**config.mk**
```make
export PLATFORM = sky130hd
export DESIGN_NAME = stc_timer
export DESIGN_NICKNAME = d
export VERILOG_FILES = /design/src/rtl/stc_pkg.sv /design/src/rtl/stc_timer.sv
export SDC_FILE = /design/constraint.sdc
export NUM_CORES = 1
export LEC_CHECK = 0
export CAP_MARGIN = 20
export CORE_MARGIN = 2
export CORE_UTILIZATION = 45
export CTS_BUF_LIST = sky130_fd_sc_hd__clkbuf_16
export CTS_CLUSTER_SIZE = 8
export DETAILED_ROUTE_END_ITERATION = 12
export DONT_BUFFER_PORTS = 1
export PLACE_DENSITY_LB_ADDON = 0.25
export SLEW_MARGIN = 0
export SYNTH_ARGS = -nofsm -noshare
export SYNTH_HDL_FRONTEND = slang
export SYNTH_SLANG_ARGS = --single-unit
```
**constraint.sdc**
```tcl
create_clock -name i_clk -period 2.6 [get_ports i_clk]
set_input_delay 0.52 -clock i_clk [delete_from_list [all_inputs] [get_ports i_clk]]
set_output_delay 0.52 -clock i_clk [all_outputs]
set_load 0.01 [all_outputs]
```
**src/rtl/stc_pkg.sv**
```systemverilog
// Package: register map, field positions and reset values of the 16-bit timer/counter
package stc_pkg;
	localparam logic [2:0] ADDR_CONTROL   = 3'h0;
	localparam logic [2:0] ADDR_COUNT_LOW = 3'h1;
	localparam logic [2:0] ADDR_COUNT_HI  = 3'h2;
	localparam logic [2:0] ADDR_IRQ_STAT  = 3'h3;
	localparam logic [2:0] ADDR_IRQ_MASK  = 3'h4;
	localparam int BIT_COUNT_ON    = 0;
	localparam int BIT_CLK_SRC     = 1;
	localparam int BIT_SYNC_BYPASS = 2;
	localparam int BIT_OSC_EN      = 3;
	localparam int BIT_PRESC_LO    = 4;
	localparam int BIT_PRESC_HI    = 5;
	localparam int BIT_SYSCLK_AUX  = 6;
	localparam int BIT_WIDE        = 7;
	localparam int BIT_IRQ_OVF     = 0;
	localparam int INSTR_DIV       = 4;
	localparam logic [7:0]  CONTROL_RESET = 8'h00;
	localparam logic [15:0] COUNT_RESET   = 16'h0000;
	localparam logic [7:0]  IRQ_RESET     = 8'h00;
	localparam logic [7:0]  RO_MASK       = 8'h40;

	typedef enum logic [1:0]
	{
		STC_MODE_TIMER = 2'b00,
		STC_MODE_SYNC  = 2'b01,
		STC_MODE_ASYNC = 2'b11
	} stc_mode_t;

	typedef struct packed
	{
		logic [2:0] addr;
		logic [7:0] wdata;
		logic       wr;
		logic       rd;
	} stc_bus_req_t;
endpackage

```
**src/rtl/stc_timer.sv**
```systemverilog
// 16-bit timer/counter with prescaler, byte-wide count access and overflow interrupt
//
// Decided for this implementation: strobed register access and the register offsets.
`timescale 1ns/10ps
`default_nettype none
module stc_timer
(
	input  wire logic       i_clk,
	input  wire logic       i_srst,
	input  wire logic [2:0] i_addr,
	input  wire logic [7:0] i_wdata,
	input  wire logic       i_wr,
	input  wire logic       i_rd,
	output logic      [7:0] o_rdata,
	input  wire logic       i_ext_count_clock_pin,
	input  wire logic       i_aux_osc_in_pin,
	input  wire logic       i_sysclk_from_aux_osc,
	input  wire logic       i_special_event,
	output logic            o_aux_osc_run,
	output logic            o_osc_pins_input,
	output logic            o_port_read_zero,
	output logic            o_irq
);
	stc_pkg::stc_bus_req_t bus;
	logic [7:0]  control_reg;
	logic [15:0] count_reg;
	logic [15:0] count_next;
	logic [7:0]  high_buf_reg;
	logic [7:0]  wr_high_buf_reg;
	logic [7:0]  irq_stat_reg;
	logic [7:0]  irq_mask_reg;
	logic [1:0]  qdiv_reg;
	logic        instr_tick;
	logic [1:0]  ext_meta_reg;
	logic [1:0]  ext_sync_reg;
	logic        ext_prev_reg;
	logic        ext_sync_edge;
	logic        ext_raw_prev_reg;
	logic        ext_sel;
	logic        ext_raw_edge;
	logic        src_tick;
	logic [2:0]  presc_reg;
	logic [2:0]  presc_top;
	logic        count_tick;
	logic        overflow;
	logic        sysclk_meta_reg;
	logic        sysclk_sync_reg;
	stc_pkg::stc_mode_t mode;

	assign bus = '{addr: i_addr, wdata: i_wdata, wr: i_wr, rd: i_rd};

	// Operating mode decode; sync bit only matters with the external source
	always_comb
	begin
		if (!control_reg[stc_pkg::BIT_CLK_SRC])
			mode = stc_pkg::STC_MODE_TIMER;
		else if (control_reg[stc_pkg::BIT_SYNC_BYPASS])
			mode = stc_pkg::STC_MODE_ASYNC;
		else
			mode = stc_pkg::STC_MODE_SYNC;
	end

	// Instruction cycle enable: one pulse every four clocks
	always_ff @(posedge i_clk)
	begin
		if (i_srst)
			qdiv_reg <= 2'h0;
		else
			qdiv_reg <= qdiv_reg + 2'h1;
	end
	assign instr_tick = (qdiv_reg == 2'(stc_pkg::INSTR_DIV - 1));

	// External source: pin or auxiliary oscillator when that oscillator runs.
	// Both pins are synchronised before the select, so switching sources
	// while the new one is high can count one false edge
	assign ext_sel = control_reg[stc_pkg::BIT_OSC_EN] ? ext_sync_reg[1]
		: ext_sync_reg[0];

	// Two-flop synchroniser per pin; only the second flop feeds the edge logic
	always_ff @(posedge i_clk)
	begin
		if (i_srst)
		begin
			ext_meta_reg     <= 2'h0;
			ext_sync_reg     <= 2'h0;
			ext_prev_reg     <= 1'b0;
			ext_raw_prev_reg <= 1'b0;
		end
		else
		begin
			ext_meta_reg     <= {i_aux_osc_in_pin, i_ext_count_clock_pin};
			ext_sync_reg     <= ext_meta_reg;
			ext_prev_reg     <= ext_sel;
			ext_raw_prev_reg <= ext_prev_reg;
		end
	end
	// Synchronised mode takes the edge one cycle after the synchroniser output;
	// unsynchronised mode takes it at once, one cycle earlier
	assign ext_raw_edge  = ext_sel & ~ext_prev_reg;
	assign ext_sync_edge = ext_prev_reg & ~ext_raw_prev_reg;

	always_comb
	begin
		case (mode)
			stc_pkg::STC_MODE_TIMER: src_tick = instr_tick;
			stc_pkg::STC_MODE_SYNC:  src_tick = ext_sync_edge;
			stc_pkg::STC_MODE_ASYNC: src_tick = ext_raw_edge;
			default:                 src_tick = 1'b0;
		endcase
	end

	// Prescaler: terminal count 0, 1, 3 or 7 selects 1:1 to 1:8
	assign presc_top = 3'((4'h1 << {control_reg[stc_pkg::BIT_PRESC_HI],
		control_reg[stc_pkg::BIT_PRESC_LO]}) - 4'h1);

	always_ff @(posedge i_clk)
	begin
		if (i_srst || !control_reg[stc_pkg::BIT_COUNT_ON])
			presc_reg <= 3'h0;
		else if (src_tick)
			presc_reg <= (presc_reg >= presc_top) ? 3'h0 : presc_reg + 3'h1;
	end
	assign count_tick = control_reg[stc_pkg::BIT_COUNT_ON] & src_tick
		& (presc_reg >= presc_top);

	assign overflow = count_tick && (count_reg == 16'hffff);

	// Control register; bit 6 is status, never written
	always_ff @(posedge i_clk)
	begin
		if (i_srst)
			control_reg <= stc_pkg::CONTROL_RESET;
		else if (bus.wr && bus.addr == stc_pkg::ADDR_CONTROL)
			control_reg <= bus.wdata & ~stc_pkg::RO_MASK;
	end

	// System clock status comes from the clock controller, another domain
	always_ff @(posedge i_clk)
	begin
		if (i_srst)
		begin
			sysclk_meta_reg <= 1'b0;
			sysclk_sync_reg <= 1'b0;
		end
		else
		begin
			sysclk_meta_reg <= i_sysclk_from_aux_osc;
			sysclk_sync_reg <= sysclk_meta_reg;
		end
	end

	// Count: trigger clear beats a write, a write beats counting
	always_comb
	begin
		count_next = count_reg;
		if (i_special_event)
			count_next = stc_pkg::COUNT_RESET;
		else if (bus.wr && bus.addr == stc_pkg::ADDR_COUNT_LOW)
		begin
			if (control_reg[stc_pkg::BIT_WIDE])
				count_next = {wr_high_buf_reg, bus.wdata};
			else
				count_next = {count_reg[15:8], bus.wdata};
		end
		else if (bus.wr && bus.addr == stc_pkg::ADDR_COUNT_HI
			&& !control_reg[stc_pkg::BIT_WIDE])
			count_next = {bus.wdata, count_reg[7:0]};
		else if (count_tick)
			count_next = count_reg + 16'h0001;
	end

	always_ff @(posedge i_clk)
	begin
		if (i_srst)
			count_reg <= stc_pkg::COUNT_RESET;
		else
			count_reg <= count_next;
	end

	// Wide mode: low-byte read latches the high byte; high-byte write is held
	always_ff @(posedge i_clk)
	begin
		if (i_srst)
		begin
			high_buf_reg    <= 8'h00;
			wr_high_buf_reg <= 8'h00;
		end
		else
		begin
			if (bus.rd && bus.addr == stc_pkg::ADDR_COUNT_LOW)
				high_buf_reg <= count_reg[15:8];
			if (bus.wr && bus.addr == stc_pkg::ADDR_COUNT_HI)
				wr_high_buf_reg <= bus.wdata;
		end
	end

	// Sticky flag: a new overflow wins over a write-one clear
	always_ff @(posedge i_clk)
	begin
		if (i_srst)
			irq_stat_reg <= stc_pkg::IRQ_RESET;
		else
		begin
			if (bus.wr && bus.addr == stc_pkg::ADDR_IRQ_STAT)
				irq_stat_reg <= irq_stat_reg & ~bus.wdata;
			if (overflow)
				irq_stat_reg[stc_pkg::BIT_IRQ_OVF] <= 1'b1;
		end
	end

	always_ff @(posedge i_clk)
	begin
		if (i_srst)
			irq_mask_reg <= stc_pkg::IRQ_RESET;
		else if (bus.wr && bus.addr == stc_pkg::ADDR_IRQ_MASK)
			irq_mask_reg <= bus.wdata;
	end

	assign o_irq = |(irq_stat_reg & irq_mask_reg);

	// Read data, one cycle after the strobe; unmapped addresses read zero
	always_ff @(posedge i_clk)
	begin
		if (i_srst)
			o_rdata <= 8'h00;
		else if (bus.rd)
		begin
			case (bus.addr)
				stc_pkg::ADDR_CONTROL:   o_rdata <= {control_reg[7],
					sysclk_sync_reg, control_reg[5:0]};
				stc_pkg::ADDR_COUNT_LOW: o_rdata <= count_reg[7:0];
				stc_pkg::ADDR_COUNT_HI:  o_rdata <= control_reg[stc_pkg::BIT_WIDE]
					? high_buf_reg : count_reg[15:8];
				stc_pkg::ADDR_IRQ_STAT:  o_rdata <= irq_stat_reg;
				stc_pkg::ADDR_IRQ_MASK:  o_rdata <= irq_mask_reg;
				default:                 o_rdata <= 8'h00;
			endcase
		end
		else
			o_rdata <= 8'h00;
	end

	// Oscillator amplifier on only when enabled, saving its bias current
	assign o_aux_osc_run    = control_reg[stc_pkg::BIT_OSC_EN];
	assign o_osc_pins_input = control_reg[stc_pkg::BIT_COUNT_ON];
	assign o_port_read_zero = control_reg[stc_pkg::BIT_COUNT_ON];
endmodule
`default_nettype wire
```
After elaboration in Yosys (flattened, before gate mapping)
Index checks and enable logic that the tools add are counted.

Add/subtract/negate cells: 4. Order comparisons: 1. Eq/ne operators: 10. Shift operators: 1. Muxes and demuxes: 13. Bitwise operators: 10. Reductions and logical operators: 21.

Operators by type and width (count): $mux W16 (4); $pmux W8 S5 (1); $add A16 B1 Y16 const B (1); $and A8 B8 Y8 (2); $eq A16 B16 Y1 const B (1); $logic_and A1 B1 Y1 (8); $mux W8 (1); $not A8 Y8 (1); $reduce_or A8 Y1 (1); $eq A3 B2 Y1 const B (2); $and A1 B1 Y1 (4); $eq A2 B2 Y1 const B (2); $mux W2 (2); $ne A2 B2 Y1 const B (2); $reduce_and A2 Y1 (2); $reduce_bool A2 Y1 (2); $reduce_or A2 Y1 (2); $add A3 B1 Y3 const B (1); $eq A3 B1 Y1 const B (1); $eq A3 B3 Y1 const B (1); $ge A3 B3 Y1 (1); $logic_not A3 Y1 (1); $mux W1 (3); $mux W3 (1); other kinds (10) (13).

Flip-flop bits (word level): 76. Input bits: 19.

Longest topological paths before layout
Depth after elaboration: 9. Depth in mapped cells: 8. Mapped depth without buffers: 7.

Worst setup path before layout
OpenSTA, ideal clock, no wires.

Kind: reg2reg. Start point: register control_reg[4]. End point: register count_reg[13]. Library setup time: 0.117 ns. Arrival: 1.901 ns. Path slack: 0.582 ns. Stages on the path, launching flop included: 9. Path through: dfxtp_1 or2_2 ha_1 nor2b_1 o21ai_1 and3_4 buf_6 nand4_1 a32o_1.

Cells in the longest elaborated chain, start to end: 6.

RTL lines: start: declaration (line stc_timer.sv:25) `logic [7:0] control_reg;`; start signal: assignment (line stc_timer.sv:132) `control_reg <= stc_pkg::CONTROL_RESET;`; start signal: assignment (line stc_timer.sv:134) `control_reg <= bus.wdata & ~stc_pkg::RO_MASK;`; $shl A1 B2 Y3 (line stc_timer.sv:113) `assign presc_top = 3'((4'h1 << {control_reg[stc_pkg::BIT_PRESC_HI],`; $sub A3 B1 Y3 (line stc_timer.sv:114) `control_reg[stc_pkg::BIT_PRESC_LO]}) - 4'h1);`; $ge A3 B3 Y1 (line stc_timer.sv:124) `& (presc_reg >= presc_top);`; $and A1 B1 Y1 (line stc_timer.sv:124); $reduce_bool A3 Y1 (no line); $reduce_and A2 Y1 (no line); end signal: assignment (line stc_timer.sv:175) `count_reg <= stc_pkg::COUNT_RESET;`; end signal: assignment (line stc_timer.sv:177) `count_reg <= count_next;`; end: declaration (line stc_timer.sv:26) `logic [15:0] count_reg;`.

No other way between the ends. A chain may end at the register's enable or synchronous reset.

Worst setup path after layout
Start point: register control_reg[4]. End point: register count_reg[5].

Cells in the longest elaborated chain, start to end: 6.

RTL lines (line): $shl A1 B2 Y3 (stc_timer.sv:113); $sub A3 B1 Y3 (stc_timer.sv:114); $ge A3 B3 Y1 (stc_timer.sv:124); $and A1 B1 Y1 (stc_timer.sv:124); $reduce_bool A2 Y1 (no line); $reduce_and A2 Y1 (no line).

No other way between the ends.

==> flow_summary_export.csv <==
group,metric,value,unit
pwr,power_per_cell_area,638.8,nW/um^2
yosys,synth_seq_area_share,39.93,%
placement,dp_hpwl,7253,um
layout,layout_common_cells,"dfxtp_1 (76), nand2_1 (53), a21oi_1 (45)",
floorplan,ios,31,
yosys,synth_fp_nets,457,
flow_run,drv_cap,0,
route,vias_per_cell,6.259,
yosys,synth_seq_cells,76,
floorplan,core,8217,um^2
placement,portBuffers,0,
floorplan,rows,33,
sta,period_needed,2.269,ns
clock_network,ctsHoldBuffers,0,
critical_path,crit_path_end_kind,"register",
route,first_pass_iters,5,
critical_path,cp_slowest_cell,"o21ai_1",
route,vias,3336,
layout,area_growth,9.195,%
critical_path,crit_arrival,2.48,ns
critical_path,crit_path_start_kind,"register",
sta,finalSetupViolations,0,
yosys,synthesis.area,3810,um^2
min_path,hold_start,"i_srst",
route,ant_nets,0,
layout,largest_reg_flops,16,
clock_network,cts_max_level,3,
clock_network,path_clk_slew,0.06,ns
route,remaining_drc_errors,0,
grt,grt_max_degree,54,
sta,hold_slack,0.2623,ns
floorplan,chipHeight,96.02,um
yosys,syn_inst,432,
yosys,async_reset_ff_share,0,%
sta,slew_viol_final,0,
critical_path,required,2.81,ns
route,post_drt_wl_per_cell,19.75,um
sta,hold_viol,0,
critical_path,r2r_start,"control_reg[4]",
layout,utilization,50.63,%
min_path,hp-class,"in2reg",
placement,place_congestion,0.9141,
floorplan,dieWidth,96.02,um
yosys,synth_edf_count,0,
layout,finalInstanceArea,4160,um^2
grt,antenna_found_initial,0,
clock_network,cts.sinks,76,
grt,grt_pass1_vias,3063,
clock_network,cts_made_buffers,9,
route,drt_first_iter_violations,271,
sta,worst_slew_pin_slew,0.5718,ns
clock_network,cts-root-buf,"clkbuf_16",
yosys,avgSynthCellArea,8.819,um^2
critical_path,rr_worst_depth,7,
clock_network,cts_setup_buffers,0,
layout,num-nets-final,448,
critical_path,cpPeakStageDelay,0.43,ns
sta,period_share,87.29,%
clock_network,clockBufferDepth,2,
critical_path,reg2reg_to,"count_reg[5]",
sta,relSlewSlack,61.75,%
layout,num_antenna_cells,0,
min_path,hold-path-endpoint,"wr_high_buf_reg[5]",
grt,grt_pass1_wl,16680,um
layout,drive_above_1_share,10.98,%
critical_path,path_cells,"or2_2, ha_1, nor2b_1, o21ai_1, a31oi_2, o311ai_1, o31ai_1",
grt,track_usage,24.22,%
floorplan,floorplan.initialDensity,46.37,%
pwr,leakage,1.371,nW
min_path,hold_path_depth,1,
critical_path,reg2reg_slack,0.33,ns
run_status,status,"finished clean",
layout,fill_cells,792,
critical_path,critical_path_class,"reg2reg",
clock_network,clk_latency,0.33,ns
sta,tns,0,ns
route,finalWirelength,10530,um
placement,placed_area,3844,um^2
layout,multi_input_area,2138,um^2
layout,final_common_cell,"dfxtp_1",
placement,dpl_worst_slack,0.3781,ns
layout,regArea,1521,um^2
yosys,synthDistinctLibCells,65,
floorplan,die_area,9219,um^2
clock_network,cts_tree,"done",
yosys,ys.flop_type,"dfxtp_1",
sta,rsz0062_at_grt,"false",
yosys,yosysWarnings,0,
sta,clock.fmax,0.4406,GHz
pwr,worst_ir_drop_vdd,0.3981,mV
critical_path,crit_fanout,6,
sta,setup_ws,0.3305,ns
clock_network,cts_repair_resize_count,0,
grt,grt_overflow,0,
sta,fin_skew,0.003986,ns
[worst max-delay path by stage]
| stage | startpoint | end | cells after the start |
|---|---|---|---|
| 2_1_floorplan | control_reg[4] | count_reg[13] | 8 |
| 3_5_place_dp | control_reg[4] | count_reg[5] | 7 |
| 3_3_place_gp | control_reg[4] | count_reg[1] | 7 |
| 4_1_cts | control_reg[4] | count_reg[5] | 7 |
| 6_report | control_reg[4] | count_reg[5] | 7 |
| 5_1_grt | control_reg[4] | count_reg[1] | 7 |
[where the power goes]
group          switching, W  total (W)  internal (W)
clock              0.000497    0.00133      0.000836
sequential        0.0000166    0.00120       0.00118
combinational     0.0000731   0.000124     0.0000510
total              0.000587    0.00266       0.00207
[cells by family after synthesis]
logic type / after synthesis / synth area share (%)
fa+ha+maj: 6 / 1.970
simple gates: 168 / 23.12
xor+xnor: 5 / 1.149
flops: 76 / 39.93
buf+inv: 30 / 3.941
compound gates: 117 / 21.71
mux: 30 / 8.177
[metrics by stage]
stage | power, W | cells
2_1_floorplan | 0.001341 | 432
3_3_place_gp | 0.001345 | 517
3_5_place_dp | 0.001347 | 517
4_1_cts | 0.002678 | 533
5_1_grt | 0.002731 | 533
6_report | 0.002657 | 533
[worst max-delay path, delay by kind of cell (launching register included)]
kind	cells	cell delay (ns)
compound gates	4	1.19
simple gates	2	0.35
flops	1	0.33
fa+ha+maj	1	0.28
[routing by layer]
layer  vias up  global-route usage [%]  part of all wire (%)
met5         -                       0                     0
met1      1616                   32.23                    45
met3        17                   6.108                   5.8
met2       122                   37.85                    47
li1       1581                       -                     -
met4         0                   8.929                   1.8
[synth_stat cells (4+ instances only)]
cell type / count / share of area, %
a211oi_1: 4 / 0.79
a21oi_1: 45 / 5.9
a222oi_1: 9 / 2.4
a22oi_1: 11 / 2.2
and3_1: 4 / 0.66
buf_2: 8 / 1.1
buf_4: 5 / 0.99
clkbuf_1: 9 / 0.89
dfxtp_1: 76 / 40
ha_1: 6 / 2.0
inv_1: 5 / 0.49
mux2_2: 6 / 1.8
mux2i_1: 23 / 6.0
nand2_1: 53 / 5.2
nand2b_1: 10 / 1.6
nand3_1: 8 / 1.1
nand4_1: 7 / 1.1
nor2_1: 37 / 3.6
nor2b_1: 15 / 2.5
nor3_1: 6 / 0.79
o21ai_0: 17 / 2.2
o31ai_1: 5 / 0.99
xor2_1: 4 / 0.92
[area by class of cell]
type                    instances  area share, %
flip-flops and latches         76          36.57
clock inverters                 7          2.195
repair buffers                  4         0.7218
inverters                       6         0.5414
clock buffers                   9          5.414
well taps                     105          3.158
multi-input cells             326          51.40
No activity file was read; power rests on OpenSTA's default activity.
